[config.mk]
export PLATFORM = sky130hd
export DESIGN_NAME = clrb_ctrl
export DESIGN_NICKNAME = d
export VERILOG_FILES = /design/src/clrb_ctrl.v /design/src/clrb_sync.v /design/src/clrb_tmr.v
export VERILOG_INCLUDE_DIRS = /design/src
export SDC_FILE = /design/constraint.sdc
export NUM_CORES = 1
export LEC_CHECK = 0
export BUFFER_PORTS_ARGS = -buffer_cell sky130_fd_sc_hd__buf_2
export CORE_AREA = 2 2 148 150
export CTS_BUF_LIST = sky130_fd_sc_hd__clkbuf_4
export CTS_CLUSTER_DIAMETER = 30
export DETAILED_ROUTE_END_ITERATION = 10
export DIE_AREA = 0 0 150 152
export PLACE_DENSITY = 0.89
export SLEW_MARGIN = 20
export SYNTH_ARGS = -nofsm -noshare
export SYNTH_HDL_FRONTEND = slang
export SYNTH_HIERARCHICAL = 1
export SYNTH_SLANG_ARGS = --single-unit
[constraint.sdc]
create_clock -name CLK_SYS -period 3.44 [get_ports CLK_SYS]
set_input_delay 0.688 -clock CLK_SYS [delete_from_list [all_inputs] [get_ports CLK_SYS]]
set_output_delay 0.688 -clock CLK_SYS [all_outputs]
set_load 0.01 [all_outputs]
[src/clrb_map.vh]
`ifndef CLRB_MAP_VH
`define CLRB_MAP_VH
`define CLRB_IDX_CMD 6'h00
`define CLRB_IDX_ADDR 6'h01
`define CLRB_IDX_CFG 6'h02
`define CLRB_IDX_STAT 6'h03
`define CLRB_IDX_DATA 6'h04
`define CLRB_OP_NOP 3'h0
`define CLRB_OP_ACT 3'h1
`define CLRB_OP_PRE 3'h2
`define CLRB_OP_PREA 3'h3
`define CLRB_OP_READ 3'h4
`define CLRB_OP_MPR_ON 3'h5
`define CLRB_OP_MPR_RD 3'h6
`define CLRB_OP_MPR_OFF 3'h7
`define CLRB_F_OP 2:0
`define CLRB_F_ROW 12:0
`define CLRB_F_COL 9:0
`define CLRB_F_A2 2
`define CLRB_F_BANK 18:16
`define CLRB_F_BC 20
`define CLRB_F_AP 21
`define CLRB_F_LOC 25:24
`define CLRB_F_RL 4:0
`define CLRB_F_MR0 9:8
`define CLRB_F_RSTN 16
`define CLRB_F_CKE 17
`define CLRB_CFG_RST 32'h00000006
`define CLRB_MR0_FIXED8 2'h0
`define CLRB_MR0_OTF 2'h1
`define CLRB_CMD_NOP 4'h7
`define CLRB_CMD_ACT 4'h3
`define CLRB_CMD_READ 4'h5
`define CLRB_CMD_PRE 4'h2
`define CLRB_CMD_MRS 4'h0
`define CLRB_BA_MR3 3'h3
`define CLRB_MR3_ON 13'h0004
`define CLRB_MR3_OFF 13'h0000
`define CLRB_A_ALLBANKS 13'h0400
`define CLRB_AP_BIT 10
`define CLRB_TICK_PH 3'h3
`define CLRB_CK_NS 320
`define CLRB_T_RP_NS 15
`define CLRB_T_RCD_NS 15
`define CLRB_T_MRD_NCK 8'h04
`define CLRB_T_MOD_NCK 8'h0c
`define CLRB_T_MPRR_NCK 8'h01
`define CLRB_T_CCD_NCK 8'h04
`define CLRB_BEAT_STEP 2'h0
`define CLRB_LAST8 5'h1d
`define CLRB_LAST4 5'h0d
`endif

[src/clrb_ctrl.v]
`timescale 1ns/1ps
`include "clrb_map.vh"
module clrb_ctrl (
  input wire CLK_SYS,
  input wire RST,
  input wire [7:0] WB_ADR_I,
  input wire [31:0] WB_DAT_I,
  output wire [31:0] WB_DAT_O,
  input wire WB_WE_I,
  input wire [3:0] WB_SEL_I,
  input wire WB_STB_I,
  input wire WB_CYC_I,
  output wire WB_ACK_O,
  output reg DDR_CK,
  output reg DDR_CK_N,
  output reg DDR_CKE,
  output reg DDR_RESET_N,
  output wire DDR_CS_N,
  output wire DDR_RAS_N,
  output wire DDR_CAS_N,
  output wire DDR_WE_N,
  output wire [2:0] DDR_BA,
  output wire [12:0] DDR_ADDR,
  input wire [15:0] DDR_DQ,
  input wire DLL_LOCKED
);
  localparam [2:0] S_IDLE = 3'h0;
  localparam [2:0] S_ISSUE = 3'h1;
  localparam [2:0] S_WAIT = 3'h2;
  localparam [2:0] S_MRS_ON = 3'h3;
  localparam [2:0] S_DRAIN = 3'h4;
  localparam [2:0] S_MRS_OFF = 3'h5;
  localparam integer RP_I = (`CLRB_T_RP_NS + `CLRB_CK_NS - 1) / `CLRB_CK_NS;
  localparam integer RCD_I = (`CLRB_T_RCD_NS + `CLRB_CK_NS - 1) / `CLRB_CK_NS;
  localparam [7:0] T_RP_CK = (RP_I < 1) ? 8'h01 : RP_I[7:0];
  localparam [7:0] T_RCD_CK = (RCD_I < 1) ? 8'h01 : RCD_I[7:0];
  localparam [7:0] T_MODE_CK = `CLRB_T_MRD_NCK + `CLRB_T_MOD_NCK;

  wire [15:0] dq_s;
  wire dll_s;
  wire tm_done;
  wire tick;
  wire [7:0] open_w;
  reg [2:0] ph_q;
  reg ack_q;
  reg [31:0] dat_q;
  reg [31:0] addr_q;
  reg [31:0] cfg_q;
  reg [31:0] rd_mux;
  reg [2:0] st_q;
  reg [2:0] ret_q;
  reg [3:0] pcmd_q;
  reg [2:0] pba_q;
  reg [12:0] pa_q;
  reg [3:0] nxt_cmd_q;
  reg [2:0] nxt_ba_q;
  reg [12:0] nxt_a_q;
  reg [7:0] nxt_wait_q;
  reg nxt_rd_q;
  reg nxt_eight_q;
  reg mpr_q;
  reg err_q;
  reg [31:0] sr_q;
  reg [31:0] len_sr_q;
  reg on_q;
  reg cur8_q;
  reg [4:0] wc_q;
  reg [15:0] cap_q;
  reg [16:0] rdat_q;
  reg valid_q;

  // Pins from the device and the lock flag cross into this clock first.
  clrb_sync #(.W(17)) u_sync (
    .clk(CLK_SYS),
    .rst(RST),
    .d({DLL_LOCKED, DDR_DQ}),
    .q({dll_s, dq_s})
  );

  wire iss = (st_q == S_ISSUE) && tick;
  wire iss_rd = iss && nxt_rd_q;

  clrb_tmr u_tmr (
    .clk(CLK_SYS),
    .rst(RST),
    .load(iss),
    .val(nxt_wait_q),
    .tick(tick),
    .done(tm_done)
  );

  // The command clock is an eighth of the system clock; commands change at its fall.
  wire [2:0] ph_nx = ph_q + 3'h1;
  assign tick = (ph_q == `CLRB_TICK_PH);
  always @(posedge CLK_SYS) begin
    if (RST) begin
      // Starting one phase early gives the first command-clock high phase its full length.
      ph_q <= 3'h7;
      DDR_CK <= 1'b0;
      DDR_CK_N <= 1'b1;
      DDR_CKE <= 1'b0;
      DDR_RESET_N <= 1'b0;
    end else begin
      ph_q <= ph_nx;
      DDR_CK <= ~ph_nx[2];
      DDR_CK_N <= ph_nx[2];
      DDR_CKE <= cfg_q[`CLRB_F_CKE];
      DDR_RESET_N <= cfg_q[`CLRB_F_RSTN];
    end
  end

  // Wishbone slave: every request is answered one cycle later, unmapped reads give zero.
  wire wb_req = WB_CYC_I & WB_STB_I & ~ack_q;
  wire [5:0] idx = WB_ADR_I[7:2];
  wire wb_wr = wb_req & WB_WE_I;
  wire go = wb_wr & WB_SEL_I[0] & (idx == `CLRB_IDX_CMD);
  wire [31:0] wmask = {{8{WB_SEL_I[3]}}, {8{WB_SEL_I[2]}}, {8{WB_SEL_I[1]}}, {8{WB_SEL_I[0]}}};
  wire [31:0] stat_w = {16'h0000, open_w, 2'b00, on_q | (|sr_q), valid_q, err_q, dll_s,
                        mpr_q, st_q != S_IDLE};
  assign WB_ACK_O = ack_q;
  assign WB_DAT_O = dat_q;

  always @* begin
    case (idx)
      `CLRB_IDX_ADDR: rd_mux = addr_q;
      `CLRB_IDX_CFG: rd_mux = cfg_q;
      `CLRB_IDX_STAT: rd_mux = stat_w;
      `CLRB_IDX_DATA: rd_mux = {15'h0000, rdat_q};
      default: rd_mux = 32'h00000000;
    endcase
  end

  always @(posedge CLK_SYS) begin
    if (RST) begin
      ack_q <= 1'b0;
      dat_q <= 32'h00000000;
      addr_q <= 32'h00000000;
      cfg_q <= `CLRB_CFG_RST;
    end else begin
      ack_q <= wb_req;
      if (wb_req) begin
        dat_q <= WB_WE_I ? 32'h00000000 : rd_mux;
      end
      if (wb_wr && idx == `CLRB_IDX_ADDR) begin
        addr_q <= (addr_q & ~wmask) | (WB_DAT_I & wmask);
      end
      if (wb_wr && idx == `CLRB_IDX_CFG) begin
        cfg_q <= (cfg_q & ~wmask) | (WB_DAT_I & wmask);
      end
    end
  end

  // Burst length as the device will decide it for this command.
  wire [1:0] mr0 = cfg_q[`CLRB_F_MR0];
  wire bc = addr_q[`CLRB_F_BC];
  wire eight_now = (mr0 == `CLRB_MR0_FIXED8) || ((mr0 == `CLRB_MR0_OTF) && bc);
  wire [2:0] bank = addr_q[`CLRB_F_BANK];
  wire [12:0] rd_a = {bc, 1'b0, addr_q[`CLRB_F_AP], addr_q[`CLRB_F_COL]};
  wire [12:0] mpr_a = {bc, 9'h000, ~eight_now & addr_q[`CLRB_F_A2], 2'b00};
  wire [12:0] mr3_on = `CLRB_MR3_ON | {11'h000, addr_q[`CLRB_F_LOC]};
  wire rd_busy = on_q | (|sr_q);

  task prep;
    input [3:0] c;
    input [2:0] b;
    input [12:0] a;
    input [7:0] w;
    input r;
    input [2:0] nx;
    begin
      nxt_cmd_q <= c;
      nxt_ba_q <= b;
      nxt_a_q <= a;
      nxt_wait_q <= w;
      nxt_rd_q <= r;
      nxt_eight_q <= eight_now;
      ret_q <= nx;
      st_q <= S_ISSUE;
    end
  endtask

  always @(posedge CLK_SYS) begin
    if (RST) begin
      st_q <= S_IDLE;
      ret_q <= S_IDLE;
      pcmd_q <= `CLRB_CMD_NOP;
      pba_q <= 3'h0;
      pa_q <= 13'h0000;
      nxt_cmd_q <= `CLRB_CMD_NOP;
      nxt_ba_q <= 3'h0;
      nxt_a_q <= 13'h0000;
      nxt_wait_q <= 8'h00;
      nxt_rd_q <= 1'b0;
      nxt_eight_q <= 1'b0;
      mpr_q <= 1'b0;
      err_q <= 1'b0;
    end else begin
      if (tick) begin
        pcmd_q <= `CLRB_CMD_NOP;
      end
      if (go) begin
        err_q <= 1'b1;
      end
      case (st_q)
        S_IDLE: begin
          if (go) begin
            err_q <= 1'b0;
            case (WB_DAT_I[`CLRB_F_OP])
              `CLRB_OP_ACT: begin
                if (mpr_q || open_w[bank]) begin
                  err_q <= 1'b1;
                end else begin
                  prep(`CLRB_CMD_ACT, bank, addr_q[`CLRB_F_ROW], T_RCD_CK, 1'b0, S_IDLE);
                end
              end
              `CLRB_OP_PRE, `CLRB_OP_PREA: begin
                if (mpr_q) begin
                  err_q <= 1'b1;
                end else if (WB_DAT_I[0]) begin
                  prep(`CLRB_CMD_PRE, bank, `CLRB_A_ALLBANKS, T_RP_CK, 1'b0, S_IDLE);
                end else begin
                  prep(`CLRB_CMD_PRE, bank, 13'h0000, T_RP_CK, 1'b0, S_IDLE);
                end
              end
              `CLRB_OP_READ: begin
                if (mpr_q || !open_w[bank]) begin
                  err_q <= 1'b1;
                end else if (addr_q[`CLRB_F_AP]) begin
                  // Autoprecharge: hold off until the bank has also recovered.
                  prep(`CLRB_CMD_READ, bank, rd_a, `CLRB_T_CCD_NCK + T_RP_CK, 1'b1,
                       S_IDLE);
                end else begin
                  prep(`CLRB_CMD_READ, bank, rd_a, `CLRB_T_CCD_NCK, 1'b1, S_IDLE);
                end
              end
              `CLRB_OP_MPR_ON: begin
                if (mpr_q) begin
                  err_q <= 1'b1;
                end else begin
                  prep(`CLRB_CMD_PRE, 3'h0, `CLRB_A_ALLBANKS, T_RP_CK, 1'b0,
                       S_MRS_ON);
                end
              end
              `CLRB_OP_MPR_RD: begin
                if (!mpr_q || !dll_s) begin
                  err_q <= 1'b1;
                end else begin
                  prep(`CLRB_CMD_READ, 3'h0, mpr_a, `CLRB_T_CCD_NCK, 1'b1, S_IDLE);
                end
              end
              `CLRB_OP_MPR_OFF: begin
                if (!mpr_q) begin
                  err_q <= 1'b1;
                end else begin
                  st_q <= S_DRAIN;
                end
              end
              default: begin
              end
            endcase
          end
        end
        S_ISSUE: begin
          if (tick) begin
            pcmd_q <= nxt_cmd_q;
            pba_q <= nxt_ba_q;
            pa_q <= nxt_a_q;
            st_q <= S_WAIT;
            if (nxt_cmd_q == `CLRB_CMD_MRS) begin
              mpr_q <= nxt_a_q[`CLRB_F_A2];
            end
          end
        end
        S_WAIT: begin
          if (tick && tm_done) begin
            st_q <= ret_q;
          end
        end
        S_MRS_ON: begin
          prep(`CLRB_CMD_MRS, `CLRB_BA_MR3, mr3_on, T_MODE_CK, 1'b0, S_IDLE);
        end
        S_DRAIN: begin
          if (!rd_busy) begin
            prep(`CLRB_CMD_NOP, 3'h0, 13'h0000, `CLRB_T_MPRR_NCK, 1'b0, S_MRS_OFF);
          end
        end
        S_MRS_OFF: begin
          prep(`CLRB_CMD_MRS, `CLRB_BA_MR3, `CLRB_MR3_OFF, T_MODE_CK, 1'b0,
               S_IDLE);
        end
        default: begin
          st_q <= S_IDLE;
        end
      endcase
    end
  end

  assign DDR_CS_N = pcmd_q[3];
  assign DDR_RAS_N = pcmd_q[2];
  assign DDR_CAS_N = pcmd_q[1];
  assign DDR_WE_N = pcmd_q[0];
  assign DDR_BA = pba_q;
  assign DDR_ADDR = pa_q;

  // Open-row tracking per bank keeps activates and reads legal.
  genvar b;
  generate
    for (b = 0; b < 8; b = b + 1) begin : g_bank
      reg open_q;
      wire hit = (nxt_ba_q == b);
      wire is_pre = (nxt_cmd_q == `CLRB_CMD_PRE) && (nxt_a_q[`CLRB_AP_BIT] || hit);
      wire is_rda = nxt_rd_q && !mpr_q && nxt_a_q[`CLRB_AP_BIT] && hit;
      always @(posedge CLK_SYS) begin
        if (RST) begin
          open_q <= 1'b0;
        end else if (iss && (is_pre || is_rda)) begin
          open_q <= 1'b0;
        end else if (iss && hit && nxt_cmd_q == `CLRB_CMD_ACT) begin
          open_q <= 1'b1;
        end
      end
      assign open_w[b] = open_q;
    end
  endgenerate

  // Read capture: the issue is delayed through a shift register in link cycles, so
  // reads spaced by the column spacing produce back-to-back capture windows.
  wire [4:0] rl = cfg_q[`CLRB_F_RL];
  wire start = tick && sr_q[rl];
  wire [2:0] beat = wc_q[4:2];
  wire last = (wc_q == (cur8_q ? `CLRB_LAST8 : `CLRB_LAST4));
  always @(posedge CLK_SYS) begin
    if (RST) begin
      sr_q <= 32'h00000000;
      len_sr_q <= 32'h00000000;
      on_q <= 1'b0;
      cur8_q <= 1'b0;
      wc_q <= 5'h00;
      cap_q <= 16'h0000;
      rdat_q <= 17'h00000;
      valid_q <= 1'b0;
    end else begin
      if (tick) begin
        sr_q <= {sr_q[30:0], iss_rd};
        len_sr_q <= {len_sr_q[30:0], iss_rd & nxt_eight_q};
      end
      if (iss_rd) begin
        valid_q <= 1'b0;
      end
      if (start) begin
        on_q <= 1'b1;
        wc_q <= 5'h01;
        cur8_q <= len_sr_q[rl];
        cap_q[0] <= dq_s[0];
        cap_q[8] <= dq_s[8];
      end else if (on_q) begin
        wc_q <= wc_q + 5'h01;
        if (wc_q[1:0] == `CLRB_BEAT_STEP) begin
          cap_q[{1'b0, beat}] <= dq_s[0];
          cap_q[{1'b1, beat}] <= dq_s[8];
        end
        if (last) begin
          on_q <= 1'b0;
          rdat_q <= {cur8_q, cap_q};
          valid_q <= 1'b1;
        end
      end
    end
  end
endmodule

[src/clrb_sync.v]
`timescale 1ns/1ps
module clrb_sync #(
  parameter W = 1
) (
  input wire clk,
  input wire rst,
  input wire [W-1:0] d,
  output wire [W-1:0] q
);
  genvar i;
  generate
    for (i = 0; i < W; i = i + 1) begin : g_bit
      reg s1_q;
      reg s2_q;
      always @(posedge clk) begin
        if (rst) begin
          s1_q <= 1'b0;
          s2_q <= 1'b0;
        end else begin
          s1_q <= d[i];
          s2_q <= s1_q;
        end
      end
      assign q[i] = s2_q;
    end
  endgenerate
endmodule

[src/clrb_tmr.v]
`timescale 1ns/1ps
module clrb_tmr (
  input wire clk,
  input wire rst,
  input wire load,
  input wire [7:0] val,
  input wire tick,
  output wire done
);
  reg [7:0] cnt_q;
  // The count only moves on command-clock ticks, so a wait is whole link cycles.
  always @(posedge clk) begin
    if (rst) begin
      cnt_q <= 8'h00;
    end else if (load) begin
      cnt_q <= val;
    end else if (tick && cnt_q != 8'h00) begin
      cnt_q <= cnt_q - 8'h01;
    end
  end
  assign done = (cnt_q == 8'h00);
endmodule

; Word level (Yosys, flattened, before mapping)
; Index checks and enable logic that the tools add are counted.
[classes]
add_sub_neg = 3
magnitude_cmp = 6
n_eq_ne = 42
muxes = 112
bitwise = 18
n_reduce_logical = 111
[op_table]
columns = op, count
row1 = case mux 32 bit (4 select lines), 1
row2 = bitwise AND 32 bit, 3
row3 = 2-to-1 mux 13 bit, 7
row4 = case mux 13 bit (5 select lines), 1
row5 = 2-to-1 mux 8 bit, 8
row6 = OR 32 bit, 2
row7 = 2-to-1 mux 3 bit, 21
row8 = case mux 3 bit (5 select lines), 4
row9 = logical AND 1 bit, 52
row10 = case mux 13 bit (4 select lines), 1
row11 = 2-to-1 mux 1 bit, 37
row12 = 2-to-1 mux 4 bit, 9
row13 = bitwise mux 16 bit, 2
row14 = 2-to-1 mux 32 bit, 1
row15 = inverter 32 bit, 1
row16 = case mux 8 bit (4 select lines), 1
row17 = OR reduction 32 bit, 1
row18 = == test 3 bit (second input constant), 10
row19 = case mux 8 bit (3 select lines), 1
row20 = OR reduction 2 bit, 11
row21 = == test 3 x 2 -> 1 bit (second input constant), 7
row22 = inequality test 3 bit (second input constant), 7
row23 = logical OR 1 bit, 20
row24 = 2-to-1 mux 9 bit, 2
row25 = 50 further kinds, 82
[totals]
regBits = 289
inputBits = 66
output_inout_bits = 57
word_cells = 339

; Depth between registers and ports, before layout
[logic_depth]
ltp_word = 9
mapped_depth = 10
mapped_depth_nobuf = 10

; Cells and area by module
; Netlist, hierarchy kept.
[by_module_without_submodules]
columns = module, instances, cells_per_inst, area_per_inst_um2, seq_area_each_um2
row1 = clrb_ctrl, 1, 1223, 11383.4, 5365.1
row2 = clrb_sync, 1, 88, 1064.8, 680.7
row3 = clrb_tmr, 1, 59, 515.5, 160.2

; Least setup slack after synthesis
; Ideal clock, no wire load.
[synth_path]
path_type = reg-to-reg
from = register ph_q[0]
to = register u_tmr.cnt_q[1]
setup_time_ns = 0.134
arrival_time_ns = 2.382
path_slack_ns = 0.924
stages_incl_launch_ff = 11
synth_period_minus_slack_ns = 2.516
path_cell_list = dfxtp_1 ha_1 ha_1 clkbuf_1 nand4bb_1 clkinv_1 clkbuf_1 clkbuf_1 clkinv_1 nand4b_1 o211ai_1
[synth_between]
elab_chain_len = 3
elab_cells_between_ends = 5
[synth_lines]
columns = item, line
row1 = from (decl), clrb_ctrl.v:44  ; reg [2:0] ph_q;
row2 = from (signal assigned), clrb_ctrl.v:104  ; ph_q <= ph_nx;
row3 = == test 3 x 2 -> 1 bit (no line) (*), -
row4 = via tick, clrb_ctrl.v:42  ; wire tick;
row5 = logical AND 1 bit (*), clrb_ctrl.v:80  ; wire iss = (st_q == S_ISSUE) && tick;
row6 = via iss, clrb_ctrl.v:80
row7 = 2-to-1 mux 8 bit / nonzero test 2 bit (equally long branches), -
row8 = to (signal assigned), clrb_tmr.v:16  ; cnt_q <= val;
row9 = to (signal assigned), clrb_tmr.v:18  ; cnt_q <= cnt_q - 8'h01;
row10 = to (decl), clrb_tmr.v:10  ; reg [7:0] cnt_q;
; Mark *: on every way through the listed nets, which the timed path passes. The rest lies on a longest branch.
; A chain may end at the register's enable or synchronous reset.

==> reports/results.ini <==
[setup_path]
critical_path.startpoint_type = register
worstSetupEndpointType = register
ff2ff_setup_slack_ns = 0.53
worst-endpoint-required_ns = 4.00
critical_path_arrival_ns = 3.47
critPathSlowestCell = sky130_fd_sc_hd__mux4_1
critPathMaxFanout = 12
worstPathCellList = mux4_1, mux2i_2, mux2_4, o211ai_2, nand2_2, a41o_1
crit_path_max_incr_delay_ns = 0.61
timing.reg2reg.worst_path_depth = 6
setup_cp_type = register to register
r2r-end = nxt_a_q[9]

[timing]
fmax_mhz = 344
hold_violations = 0
timing.setup.tns_ns = 0
final.period_utilization = 0.845
setup_slack_ns = 0.534
timing_worst_slew_pin_value_ns = 1.10
grt_setup_unrepaired = false
number_of_endpoints_failing_setup_at_the_final_stage = 0
final.hold.worst_slack_ns = 0.247
fin_crit_ns = 2.91
timing.slew.headroom = 0.266
maxSlewViolCount = 0
clock-skew-final_ns = 0.0447

[floorplan]
die_h_microns = 152
core_area_sq_mm = 0.0214
top_level_i_o_count = 123
num_rows = 54
initial_utilization = 0.567
die_w_microns = 150
die_area_sq_mm = 0.0228

[route]
drt-total-wl_microns = 31000
dr.pass1.iters = 8
num_vias = 10313
drc = 0
count_of_antenna_violating_nets_left_after_detailed_routing = 0
viasPerCell = 5.97
detail_route.wl_per_cell_microns = 17.9
number_of_drc_markers_after_the_initial_detailed_route_iteration = 1295

[grt]
initial_antenna_violation_count = 2
groute.usage.overall = 0.270
grt_first_pass_wirelength_microns = 50100
number_of_global_route_vias_before_repair = 10083
largest_net_degree_at_the_start_of_global_routing = 110
globalRoute.totalOverflow = 0

[power]
vdd.ir_drop.worst_uv = 292
static-leakage-power_nw = 5.51
power.density_mw_per_mm2 = 466

[clock_network]
cts_resized = 0
cts.reportedPaths.clkPinSlew_ns = 0.06
htreeDepth = 3
buffer_type_at_the_clock_tree_root = sky130_fd_sc_hd__clkbuf_4
clock_latency_ns = 0.69
cts-buffers-inserted = 73
holdBufCountCts = 0
cts.path.max_buffers = 3
tritoncts_num_sinks = 282
cts_tree = yes
post-cts-setup-buffers = 0

[placed_design]
dp_hpwl_microns = 20900
buffer_ports.inserted = 106
post-place-ws_ns = 0.515
routabilityCongestion = 0.903
cell_count_post_placement = 1614
detailed_place.area_sq_mm = 0.0128

[min_path]
hold_path_depth = 2
worst_hold_startpoint = DDR_DQ[8]
hold_end = u_sync/g_bit[8].s1_q
timing.hold.worst.class = input pin to register

[layout]
stdcell_area_sq_mm = 0.0136
share_of_final_layout_standard_cells_stronger_than_drive_strength_1 = 0.197
layout.cells.most_common = sky130_fd_sc_hd__dfxtp_1
fillers = 1685
layout_common_cells = 282 x sky130_fd_sc_hd__dfxtp_1, 233 x sky130_fd_sc_hd__nor2_1, 164 x sky130_fd_sc_hd__mux2i_1
nNetsFinal = 1482
flow.area_growth_from_synthesis_pct = 11.9
final_cell_count_no_fill = 1727

[synth]
synthesis.instances = 1299
ys.warnings.count = 6
postSynthAreaPerCell_sq_um = 9.32
post_synth_instance_area_sq_mm = 0.0121

[status]
status = completed

[job]
maxCapViolations = 0

[report_power, final]
part / leakage (nW) / switching (mW) / internal, mW / total (mW)
Combinational: 2.76 / 0.265 / 0.155 / 0.420
Clock: 0.483 / 1.29 / 1.28 / 2.58
Sequential: 2.27 / 0.0306 / 3.29 / 3.32
[worst max-delay path by stage]
stage	from	to	slack, ns	cells past startpoint
after floorplan	ph_q[0]	u_tmr/cnt_q[1]	0.92	10
after global placement	WB_ADR_I[4]	nxt_eight_q	0.54	8
after detailed placement	WB_ADR_I[4]	nxt_eight_q	0.52	8
after CTS	register	cap_q[8]	0.59	6
after global routing	register	nxt_a_q[9]	0.42	6
final	register	nxt_a_q[9]	0.53	6
[stage by stage]
| step | util | power [mW] |
|---|---|---|
| finish | 0.635 | 6.32 |
| floorplan | - | 3.69 |
| global placement | 0.598 | 3.80 |
| global route | 0.635 | 6.56 |
| detailed placement | 0.598 | 3.81 |
| CTS | 0.635 | 6.35 |
[worst max-delay path: cells and delay by family (launching register included)]
family	cells	cell delay, ns
flip-flops	1	0.49
AND/OR/NAND/NOR	1	0.30
multiplexers	3	1.27
AO/OA/AOI/OAI	2	0.74
[cell type report]
| type | count | area, sq um | area share |
|---|---|---|---|
| Antenna cell | 1 | 2.50 | 0.000185 |
| Clock buffer | 96 | 721 | 0.0532 |
| Clock inverter | 16 | 67.6 | 0.00499 |
| Inverter | 20 | 75.1 | 0.00554 |
| Multi-Input combinational cell | 899 | 5950 | 0.439 |
| Sequential cell | 282 | 5650 | 0.417 |
| Tap cell | 280 | 350 | 0.0258 |
| Timing Repair Buffer | 133 | 739 | 0.0546 |
[routing by layer]
layer  track usage  vias up  part of all wire
li1              -     4840                 -
met1         0.336     4917              0.40
met2         0.452      466              0.50
met3        0.0535       88             0.072
met4         0.122        2             0.033
met5             0        -           0.00042
No activity file was read; power rests on OpenSTA's default activity.
